`src/rtl/mil_pkg.sv`:
```
/*
 * constants and carrier types for the interrupt request logic.
 * assumes a single core clock and an avalon-mm register port.
 */
`default_nettype none
package mil_pkg;
   // ==========================================================
   // register byte offsets
   localparam logic [4:0] MIL_OFF_CTRL = 5'h00;
   localparam logic [4:0] MIL_OFF_OPTION = 5'h04;
   localparam logic [4:0] MIL_OFF_FLAG_A = 5'h08;
   localparam logic [4:0] MIL_OFF_FLAG_B = 5'h0c;
   localparam logic [4:0] MIL_OFF_MASK_A = 5'h10;
   localparam logic [4:0] MIL_OFF_MASK_B = 5'h14;
   localparam logic [4:0] MIL_OFF_STATUS = 5'h18;
   // ==========================================================
   // irq_control_reg field positions and option register edge bit
   localparam int MIL_CTRL_GIE = 7;
   localparam int MIL_CTRL_PGE = 6;
   localparam int MIL_CTRL_TICK_MASK = 5;
   localparam int MIL_CTRL_EXT_MASK = 4;
   localparam int MIL_CTRL_PORT_MASK = 3;
   localparam int MIL_CTRL_TICK_FLAG = 2;
   localparam int MIL_CTRL_EXT_FLAG = 1;
   localparam int MIL_CTRL_PORT_FLAG = 0;
   localparam int MIL_OPT_EDGE = 6;
   // ==========================================================
   // status register field positions
   localparam int MIL_STAT_REQ = 0;
   localparam int MIL_STAT_WAKE = 1;
   localparam int MIL_STAT_SLEEP = 2;
   localparam int MIL_STAT_GIE = 3;
   // ==========================================================
   // widths
   localparam int MIL_CORE_W = 3;
   localparam int MIL_PFA_W = 8;
   localparam int MIL_PFB_W = 4;
   localparam int MIL_UPPER_W = 4;
   localparam int MIL_SYNC_W = 5;
   // ==========================================================
   // reset values
   localparam logic [7:0] MIL_CTRL_RST = 8'h00;
   localparam logic [7:0] MIL_OPTION_RST = 8'hff;
   localparam logic [7:0] MIL_MASK_A_RST = 8'h00;
   localparam logic [3:0] MIL_MASK_B_RST = 4'h0;
   // ==========================================================
   // fixed values
   localparam logic [12:0] MIL_VECTOR = 13'h0004;
   localparam logic [7:0] MIL_TICK_MAX = 8'hff;
   localparam logic [7:0] MIL_TICK_ZERO = 8'h00;
   // ==========================================================
   // carriers
   typedef struct packed {
      logic read;
      logic write;
      logic [4:0] address;
      logic [3:0] byteenable;
      logic [31:0] writedata;
   } mil_avs_req_t;
   typedef struct packed {
      logic [31:0] readdata;
      logic waitrequest;
   } mil_avs_rsp_t;
   typedef struct packed {
      logic take;
      logic clear_gie;
      logic push_ret;
      logic [12:0] vector;
   } mil_core_cmd_t;
endpackage
`default_nettype wire

```
`src/rtl/mil_pin_sync.sv`:
```
/*
 * three-flop synchroniser with agreement filter for pin inputs.
 * assumes asynchronous inputs; outputs one-cycle rise and fall pulses.
 */
`timescale 1ns/1ns
`default_nettype none
module mil_pin_sync #(
   parameter int W = 1
) (
   input wire logic clk_sys_i,
   input wire logic rst_b_i,
   input wire logic [W-1:0] pin_i,
   output logic [W-1:0] level_o,
   output logic [W-1:0] rise_o,
   output logic [W-1:0] fall_o
);
   logic [W-1:0] s1_r;
   logic [W-1:0] s2_r;
   logic [W-1:0] s3_r;
   logic [W-1:0] lvl_r;
   logic [W-1:0] agree;
   // ==========================================================
   // sync chain; the first stage feeds only the second
   always_ff @(posedge clk_sys_i) begin
      if (!rst_b_i) begin
         s1_r <= '0;
         s2_r <= '0;
         s3_r <= '0;
      end else begin
         s1_r <= pin_i;
         s2_r <= s1_r;
         s3_r <= s2_r;
      end
   end
   // ==========================================================
   // a change counts once stages two and three agree
   assign agree = ~(s2_r ^ s3_r);
   always_ff @(posedge clk_sys_i) begin
      if (!rst_b_i) begin
         lvl_r <= '0;
      end else begin
         lvl_r <= (agree & s3_r) | (~agree & lvl_r);
      end
   end
   assign rise_o = agree & s3_r & ~lvl_r;
   assign fall_o = agree & ~s3_r & lvl_r;
   assign level_o = lvl_r;
endmodule // mil_pin_sync
`default_nettype wire

```
`src/rtl/mil_flag_cell.sv`:
```
/*
 * bank of sticky request flags, hardware set wins over software write.
 * assumes set pulses and write strobe on the same clock.
 */
`timescale 1ns/1ns
`default_nettype none
module mil_flag_cell #(
   parameter int W = 1
) (
   input wire logic clk_sys_i,
   input wire logic rst_b_i,
   input wire logic [W-1:0] set_i,
   input wire logic wr_i,
   input wire logic [W-1:0] wdata_i,
   output logic [W-1:0] flag_o
);
   logic [W-1:0] flag_r;
   logic [W-1:0] flag_nxt;
   // ==========================================================
   // set beats a same-cycle clear
   always_comb begin
      flag_nxt = wr_i ? wdata_i : flag_r;
      flag_nxt = flag_nxt | set_i;
   end
   always_ff @(posedge clk_sys_i) begin
      if (!rst_b_i) begin
         flag_r <= '0;
      end else begin
         flag_r <= flag_nxt;
      end
   end
   assign flag_o = flag_r;
endmodule // mil_flag_cell
`default_nettype wire

```
`src/rtl/mil_irq_logic.sv`:
```
/*
 * interrupt request logic for an 8-bit core: flags, masks, enables,
 * pin edge and port change detection, entry and return handling.
 * assumes the core clock is the instruction clock, the core sequencer
 * acts on the take pulse at once, and software drives avalon-mm.
 */
// Summary of operation
// - fifteen sources, each with flag and enable
// - flags set regardless of any enable
// - global enable bit 7 gates all requests
// - enabled flag with global enable vectors immediately while the core is awake
// - reset clears the global enable
// - return operation sets the global enable again
// - entry clears enable, pushes return, vector 0004h
// - peripheral flags, masks, group enable gate them
// - pin events vector in three or four cycles
// - pin edge chosen by option bit 6
// - selected pin edge sets control bit 1
// - pin mask bit 4 clear blocks pin request, flag still sets
// - enabled pin event wakes core from sleep
// - timer rollover sets bit 2, mask bit 5
// - upper port change sets bit 0, masked
// - hardware saves only the return address
// - enabled request wakes even without global enable
`timescale 1ns/1ns
`default_nettype none
module mil_irq_logic
   import mil_pkg::*;
(
   input wire logic clk_sys_i,
   input wire logic rst_b_i,
   input wire mil_avs_req_t avs_req_i,
   output var mil_avs_rsp_t avs_rsp_o,
   input wire logic ext_irq_pin_i,
   input wire logic [MIL_UPPER_W-1:0] upper_port_pins_i,
   input wire logic [7:0] timer_zero_count_i,
   input wire logic [MIL_PFA_W-1:0] periph_evt_a_i,
   input wire logic [MIL_PFB_W-1:0] periph_evt_b_i,
   input wire logic return_from_irq_op_i,
   input wire logic core_sleeping_i,
   output var mil_core_cmd_t core_cmd_o,
   output var logic irq_request_o,
   output var logic wake_o
);
   // ==========================================================
   // declarations
   logic wreq_r;
   logic [31:0] rdata_r;
   logic [7:0] rd_mux;
   logic acc_wr;
   logic req_rd;
   logic wr_ctrl;
   logic wr_option;
   logic wr_flag_a;
   logic wr_flag_b;
   logic wr_mask_a;
   logic wr_mask_b;
   logic [7:0] wbyte;
   logic global_irq_enable_r;
   logic periph_group_enable_r;
   logic [2:0] core_mask_r;
   logic [7:0] option_r;
   logic [MIL_PFA_W-1:0] periph_mask_reg_a_r;
   logic [MIL_PFB_W-1:0] periph_mask_reg_b_r;
   logic [MIL_CORE_W-1:0] core_flag;
   logic [MIL_CORE_W-1:0] core_set;
   logic [MIL_PFA_W-1:0] periph_flag_reg_a;
   logic [MIL_PFB_W-1:0] periph_flag_reg_b;
   logic [MIL_SYNC_W-1:0] sync_lvl;
   logic [MIL_SYNC_W-1:0] sync_rise;
   logic [MIL_SYNC_W-1:0] sync_fall;
   logic ext_edge_select;
   logic ext_edge_evt;
   logic port_change_evt;
   logic [7:0] tick_prev_r;
   logic tick_overflow_evt;
   logic [7:0] irq_control_reg;
   logic core_hot;
   logic periph_hot;
   logic any_hot;
   logic take_nxt;
   logic take_r;
   logic irq_request_r;
   logic wake_r;
   // ==========================================================
   // avalon slave handshake: one wait state per access
   assign req_rd = avs_req_i.read;
   assign acc_wr = avs_req_i.write & ~wreq_r & avs_req_i.byteenable[0];
   assign wbyte = avs_req_i.writedata[7:0];
   always_ff @(posedge clk_sys_i) begin
      if (!rst_b_i) begin
         wreq_r <= 1'b1;
      end else begin
         wreq_r <= ~((avs_req_i.read | avs_req_i.write) & wreq_r);
      end
   end
   assign wr_ctrl = acc_wr & (avs_req_i.address == MIL_OFF_CTRL);
   assign wr_option = acc_wr & (avs_req_i.address == MIL_OFF_OPTION);
   assign wr_flag_a = acc_wr & (avs_req_i.address == MIL_OFF_FLAG_A);
   assign wr_flag_b = acc_wr & (avs_req_i.address == MIL_OFF_FLAG_B);
   assign wr_mask_a = acc_wr & (avs_req_i.address == MIL_OFF_MASK_A);
   assign wr_mask_b = acc_wr & (avs_req_i.address == MIL_OFF_MASK_B);
   // ==========================================================
   // read mux; unmapped offsets read zero
   assign irq_control_reg = {global_irq_enable_r,
                             periph_group_enable_r,
                             core_mask_r,
                             core_flag};
   always_comb begin
      rd_mux = 8'h00;
      unique case (avs_req_i.address)
         MIL_OFF_CTRL: begin
            rd_mux = irq_control_reg;
         end
         MIL_OFF_OPTION: begin
            rd_mux = option_r;
         end
         MIL_OFF_FLAG_A: begin
            rd_mux = periph_flag_reg_a;
         end
         MIL_OFF_FLAG_B: begin
            rd_mux = {4'h0, periph_flag_reg_b};
         end
         MIL_OFF_MASK_A: begin
            rd_mux = periph_mask_reg_a_r;
         end
         MIL_OFF_MASK_B: begin
            rd_mux = {4'h0, periph_mask_reg_b_r};
         end
         MIL_OFF_STATUS: begin
            rd_mux = 8'h00;
            rd_mux[MIL_STAT_REQ] = irq_request_r;
            rd_mux[MIL_STAT_WAKE] = wake_r;
            rd_mux[MIL_STAT_SLEEP] = core_sleeping_i;
            rd_mux[MIL_STAT_GIE] = global_irq_enable_r;
         end
         default: begin
            rd_mux = 8'h00;
         end
      endcase
   end
   // read data captured at the first edge, stands at the accept edge
   always_ff @(posedge clk_sys_i) begin
      if (!rst_b_i) begin
         rdata_r <= 32'h0000_0000;
      end else if (req_rd & wreq_r) begin
         rdata_r <= {24'h00_0000, rd_mux};
      end
   end
   assign avs_rsp_o.readdata = rdata_r;
   assign avs_rsp_o.waitrequest = wreq_r;
   // ==========================================================
   // pin synchronisers: bit 0 external pin, bits 4:1 upper port
   mil_pin_sync #(
      .W(MIL_SYNC_W)
   ) u_pin_sync (
      .clk_sys_i(clk_sys_i),
      .rst_b_i(rst_b_i),
      .pin_i({upper_port_pins_i, ext_irq_pin_i}),
      .level_o(sync_lvl),
      .rise_o(sync_rise),
      .fall_o(sync_fall)
   );
   // ==========================================================
   // event detection
   assign ext_edge_select = option_r[MIL_OPT_EDGE];
   assign ext_edge_evt = ext_edge_select ? sync_rise[0] : sync_fall[0];
   assign port_change_evt = |(sync_rise[MIL_SYNC_W-1:1] | sync_fall[MIL_SYNC_W-1:1]);
   always_ff @(posedge clk_sys_i) begin
      if (!rst_b_i) begin
         tick_prev_r <= MIL_TICK_ZERO;
      end else begin
         tick_prev_r <= timer_zero_count_i;
      end
   end
   assign tick_overflow_evt = (tick_prev_r == MIL_TICK_MAX) &
                              (timer_zero_count_i == MIL_TICK_ZERO);
   // ==========================================================
   // request flags; set regardless of any enable
   assign core_set = {tick_overflow_evt, ext_edge_evt, port_change_evt};
   mil_flag_cell #(
      .W(MIL_CORE_W)
   ) u_core_flags (
      .clk_sys_i(clk_sys_i),
      .rst_b_i(rst_b_i),
      .set_i(core_set),
      .wr_i(wr_ctrl),
      .wdata_i(wbyte[MIL_CORE_W-1:0]),
      .flag_o(core_flag)
   );
   mil_flag_cell #(
      .W(MIL_PFA_W)
   ) u_periph_flags_a (
      .clk_sys_i(clk_sys_i),
      .rst_b_i(rst_b_i),
      .set_i(periph_evt_a_i),
      .wr_i(wr_flag_a),
      .wdata_i(wbyte),
      .flag_o(periph_flag_reg_a)
   );
   mil_flag_cell #(
      .W(MIL_PFB_W)
   ) u_periph_flags_b (
      .clk_sys_i(clk_sys_i),
      .rst_b_i(rst_b_i),
      .set_i(periph_evt_b_i),
      .wr_i(wr_flag_b),
      .wdata_i(wbyte[MIL_PFB_W-1:0]),
      .flag_o(periph_flag_reg_b)
   );
   // ==========================================================
   // enables and option register
   always_ff @(posedge clk_sys_i) begin
      if (!rst_b_i) begin
         core_mask_r <= MIL_CTRL_RST[MIL_CTRL_TICK_MASK:MIL_CTRL_PORT_MASK];
         periph_group_enable_r <= MIL_CTRL_RST[MIL_CTRL_PGE];
      end else if (wr_ctrl) begin
         core_mask_r <= wbyte[MIL_CTRL_TICK_MASK:MIL_CTRL_PORT_MASK];
         periph_group_enable_r <= wbyte[MIL_CTRL_PGE];
      end
   end
   always_ff @(posedge clk_sys_i) begin
      if (!rst_b_i) begin
         option_r <= MIL_OPTION_RST;
      end else if (wr_option) begin
         option_r <= wbyte;
      end
   end
   always_ff @(posedge clk_sys_i) begin
      if (!rst_b_i) begin
         periph_mask_reg_a_r <= MIL_MASK_A_RST;
         periph_mask_reg_b_r <= MIL_MASK_B_RST;
      end else begin
         if (wr_mask_a) begin
            periph_mask_reg_a_r <= wbyte;
         end
         if (wr_mask_b) begin
            periph_mask_reg_b_r <= wbyte[MIL_PFB_W-1:0];
         end
      end
   end
   // ==========================================================
   // global enable: entry clears, return sets, then software
   always_ff @(posedge clk_sys_i) begin
      if (!rst_b_i) begin
         global_irq_enable_r <= MIL_CTRL_RST[MIL_CTRL_GIE];
      end else if (take_nxt) begin
         global_irq_enable_r <= 1'b0;
      end else if (return_from_irq_op_i) begin
         global_irq_enable_r <= 1'b1;
      end else if (wr_ctrl) begin
         global_irq_enable_r <= wbyte[MIL_CTRL_GIE];
      end
   end
   // ==========================================================
   // request combine; same-cycle set pulses count so pin events
   // reach the core one edge sooner
   assign core_hot = |((core_flag | core_set) & core_mask_r);
   assign periph_hot = periph_group_enable_r &
                       (|((periph_flag_reg_a | periph_evt_a_i) & periph_mask_reg_a_r) |
                        |((periph_flag_reg_b | periph_evt_b_i) & periph_mask_reg_b_r));
   assign any_hot = core_hot | periph_hot;
   // no further take until the return op or a control write re-arms the enable
   assign take_nxt = global_irq_enable_r & any_hot & ~core_sleeping_i &
                     ~take_r;
   // ==========================================================
   // entry command, request level and wake
   always_ff @(posedge clk_sys_i) begin
      if (!rst_b_i) begin
         take_r <= 1'b0;
      end else begin
         take_r <= take_nxt;
      end
   end
   always_ff @(posedge clk_sys_i) begin
      if (!rst_b_i) begin
         irq_request_r <= 1'b0;
      end else begin
         irq_request_r <= global_irq_enable_r & any_hot;
      end
   end
   always_ff @(posedge clk_sys_i) begin
      if (!rst_b_i) begin
         wake_r <= 1'b0;
      end else begin
         wake_r <= core_sleeping_i & any_hot;
      end
   end
   // only the return address is pushed; no other context is saved
   assign core_cmd_o.take = take_r;
   assign core_cmd_o.clear_gie = take_r;
   assign core_cmd_o.push_ret = take_r;
   assign core_cmd_o.vector = MIL_VECTOR;
   assign irq_request_o = irq_request_r;
   assign wake_o = wake_r;
endmodule // mil_irq_logic
`default_nettype wire

```
`config.mk`:
```
export PLATFORM = sky130hd
export DESIGN_NAME = mil_irq_logic
export DESIGN_NICKNAME = d
export VERILOG_FILES = /design/src/rtl/mil_pkg.sv /design/src/rtl/mil_pin_sync.sv /design/src/rtl/mil_flag_cell.sv /design/src/rtl/mil_irq_logic.sv
export SDC_FILE = /design/constraint.sdc
export NUM_CORES = 1
export LEC_CHECK = 0
export ABC_CLOCK_PERIOD_IN_PS = 4850
export BUFFER_PORTS_ARGS = -buffer_cell sky130_fd_sc_hd__buf_2
export CAP_MARGIN = 20
export CELL_PAD_IN_SITES_DETAIL_PLACEMENT = 1
export CELL_PAD_IN_SITES_GLOBAL_PLACEMENT = 1
export CORE_ASPECT_RATIO = 0.6
export CORE_MARGIN = 3
export CORE_UTILIZATION = 40
export DETAILED_ROUTE_END_ITERATION = 16
export PLACE_DENSITY_LB_ADDON = 0.1
export SLEW_MARGIN = 10
export SYNTH_ARGS = -nofsm -noshare
export SYNTH_HDL_FRONTEND = slang
export SYNTH_SLANG_ARGS = --single-unit
```
`constraint.sdc`:
```
create_clock -name clk_sys_i -period 4.85 [get_ports clk_sys_i]
set_input_delay 0.485 -clock clk_sys_i [delete_from_list [all_inputs] [get_ports clk_sys_i]]
set_output_delay 0.485 -clock clk_sys_i [all_outputs]
set_load 0.05 [all_outputs]
```
==> flow_summary.json <==
{
  "vdd_ir_drop_max_uv": 164.2,
  "grt_max_degree": 75,
  "tritoncts": "built",
  "setup.reg_to_reg.worst_slack_ps": 2680,
  "final_layout_setup_total_negative_slack_ps": 0,
  "drive_above_1_share_pct": 20.91,
  "final_design_area_no_fill_sq_mm": 0.004328,
  "synth_enable_flop_cells": 0,
  "antenna_cells_inserted": 0,
  "clock_input_transition_at_the_sequential_cells_of_the_worst_setup_and_hold_paths_ps": 60,
  "mostFrequentLayoutCell": "sky130_fd_sc_hd__dfxtp_1",
  "rsz0062_at_grt": "false",
  "post-place-ws_ps": 2167,
  "number_of_drc_violations_after_detailed_routing": 0,
  "netlist_area_sq_mm": 0.003826,
  "nNetsFinal": 541,
  "sequential_element_share_of_the_synthesized_area_pct": 41.86,
  "n_fill_cell": 1066,
  "run_status": "complete, no violations",
  "timing.max_slew.rel_slack_pct": 31.92,
  "hold_buffers": 0,
  "leakagePower_uw": 0.001862,
  "worstPathCellList": "buf_2, or3b_1, nor3_2, nand2_1, nand2_1, a21boi_0",
  "insertion_delay_ps": 330,
  "count_of_tritonroute_iterations_in_the_first_routing_pass": 4,
  "route.antenna.remaining_nets": 0,
  "first_iter_violations": 177,
  "cell_count_of_the_worst_reg_to_reg_path": 6,
  "crit-reg2reg-capture": "u_periph_flags_a.flag_o[3]$_SDFF_PN0_",
  "final-max-slew-violation-count": 0,
  "regToRegStartpoint": "wreq_r$_SDFF_PN1_",
  "floorplan.core_area_sq_mm": 0.008914,
  "root_buffer_selected_by_cts": "sky130_fd_sc_hd__clkbuf_16",
  "cap_violations": 0,
  "crit_path_end_kind": "flip-flop",
  "postSynthRegisterBits": 80,
  "initial_core_util_pct": 42.93,
  "die_area_sq_mm": 0.01081,
  "cts.htree.levels": 3,
  "grt_pass1_vias": 3018,
  "hold_path_class": "in2reg",
  "synthFlopType": "sky130_fd_sc_hd__dfxtp_1",
  "dp.final_hpwl_um": 7423,
  "vias_per_cell": 5.019,
  "critical_path_arrival_ps": 2610,
  "global_route.overflow_total": 0,
  "dpl.cell_count": 573,
  "final-instance-count-excl-fill": 590,
  "critPathMostFrequentCell": "sky130_fd_sc_hd__nand2_1",
  "post_synth_inst_count": 411,
  "power_per_cell_area_mw_per_mm2": 340.8,
  "worst-endpoint-required_ps": 5060,
  "cell_depth_of_the_worst_min_delay_path": 2,
  "critPathMaxStageDelay_ps": 780,
  "syn_to_final_growth_pct": 13.11,
  "antenna_found_initial": 0,
  "placed_area_sq_mm": 0.004041,
  "timing.critical_path.fanout_max": 13,
  "finalWeightedCongestion": 0.8175,
  "cts_post_setup_buffers_inserted": 0,
  "floorplan.die.height_um": 81.76,
  "cts_max_path_buffers": 2,
  "synth_cell_type_count": 40,
  "final_min_period_over_clock_period_pct": 49.42,
  "clock_sinks": 80,
  "hold-path-endpoint": "u_pin_sync.s1_r[0]$_SDFF_PN0_",
  "grt_pass1_wl_um": 15850,
  "ys_async_sr_fraction_pct": 0,
  "critical_path.slowest_cell": "sky130_fd_sc_hd__nor3_2",
  "hold-worst-slack_ps": 353.2,
  "category_of_the_worst_setup_path_launch_point": "input pin",
  "cts_resized": 0,
  "dr_total_vias": 2961,
  "synth.avg_cell_area_sq_um": 9.309,
  "skew_ps": 4.208,
  "area.sequential_sq_mm": 0.001602,
  "worst-slew-pin-transition_ps": 1016,
  "period_needed_ps": 2397,
  "floorplan.rows": 26,
  "max_clock_freq_ghz": 0.4172,
  "hold_viol_final": 0,
  "overall_fraction_of_global_route_tracks_in_use_pct": 19.11,
  "timing.final.ws_setup_ps": 2453,
  "final_cell_mix": "sky130_fd_sc_hd__dfxtp_1 (80), sky130_fd_sc_hd__buf_2 (58), sky130_fd_sc_hd__nand2_1 (45), sky130_fd_sc_hd__conb_1 (37), sky130_fd_sc_hd__o21ai_0 (32)",
  "timing.final.setup_violations": 0,
  "die_width_um": 132.3,
  "portBuffers": 58,
  "tritoncts.num_buffers": 9,
  "crit_type": "in2reg",
  "wl_um": 10130,
  "area_of_the_multi_input_gates_sq_mm": 0.001924,
  "ioPinCount": 123,
  "ys.warnings.count": 0,
  "hold_start": "ext_irq_pin_i",
  "wire_per_inst_um": 17.18
}
per-layer routing:
layer	global-route usage, %	part of all wire (%)	vias up
met2	29.91	44	80
li1	-	-	1432
met4	4.979	0.90	0
met1	26.13	50	1438
met5	0	0	-
met3	5.569	5.8	11
how the worst max path moves through the flow:
stage / start / end / cells past startpoint
after floorplan: avs_req_i[40] / u_periph_flags_a.flag_o[0]$_SDFF_PN0_ / 5
after global placement: avs_req_i[40] / periph_mask_reg_a_r[7]$_SDFFE_PN0P_ / 6
after detailed placement: avs_req_i[40] / periph_mask_reg_a_r[7]$_SDFFE_PN0P_ / 6
after CTS: avs_req_i[40] / periph_mask_reg_a_r[2]$_SDFFE_PN0P_ / 6
after global routing: avs_req_i[40] / periph_mask_reg_a_r[0]$_SDFFE_PN0P_ / 6
final: avs_req_i[40] / periph_mask_reg_a_r[0]$_SDFFE_PN0P_ / 6
through the flow:
stage	utilization (%)	power, uW
floorplan	-	849.3
global placement	45.34	865.9
detailed placement	45.34	871.4
CTS	48.33	1485
global route	48.55	1536
finish	48.55	1475
critical path: cells and delay by family:
kind	cells	cell delay, ps
AOI/OAI and AO/OA	1	100
buffers and inverters	1	130
and+or+nand+nor	4	1890
state kept, by name, indices dropped and copies added, names as in the netlist, 5 cells and up, named ones only:
signal	flops
tick_prev_r	8
u_pin_sync.s3_r	5
u_periph_flags_a.flag_o	8
rdata_r	8
u_pin_sync.s2_r	5
option_r	8
u_pin_sync.s1_r	5
periph_mask_reg_a_r	8
cell families (layout without fill, tap and decap cells):
group / after synthesis / count (layout) / synth area share [%]
other: 2 / 37 / 0.1963
adder cells (fa/ha/maj): 10 / 10 / 3.270
AO/OA/AOI/OAI: 71 / 71 / 11.81
AND/OR/NAND/NOR: 132 / 132 / 18.64
buffers and inverters: 72 / 90 / 11.28
multiplexers: 44 / 44 / 12.95
flip-flops: 80 / 80 / 41.86
power by group:
group          total, uW  switching, uW  internal [uW]
Combinational        171            121           50.3
Sequential           688           11.6            677
Clock                616            258            357
Total               1470            391           1080
cell usage after synthesis (all sizes together) (6+ instances only):
cell,number,area (sq um)
nor2b,14,87.58
and2,24,150.1
nand3,20,105.1
a22oi,7,52.55
dfxtp,80,1602
nand4,6,37.54
inv,12,45.04
mux2i,27,270.3
a21boi,10,75.08
clkbuf,13,48.80
buf,47,337.8
o21ai,32,160.2
ha,10,125.1
o21a,14,105.1
mux2,14,157.6
nand2,46,175.2
layout make-up:
| class | count | share of cell area, % |
|---|---|---|
| multi-input cells | 294 | 44.46 |
| flip-flops and latches | 80 | 37.01 |
| repair buffers | 62 | 7.690 |
| clock buffers | 12 | 5.695 |
| well taps | 126 | 3.643 |
| inverters | 12 | 1.041 |
| clock inverters | 4 | 0.4626 |
No activity file was read; power rests on OpenSTA's default activity.
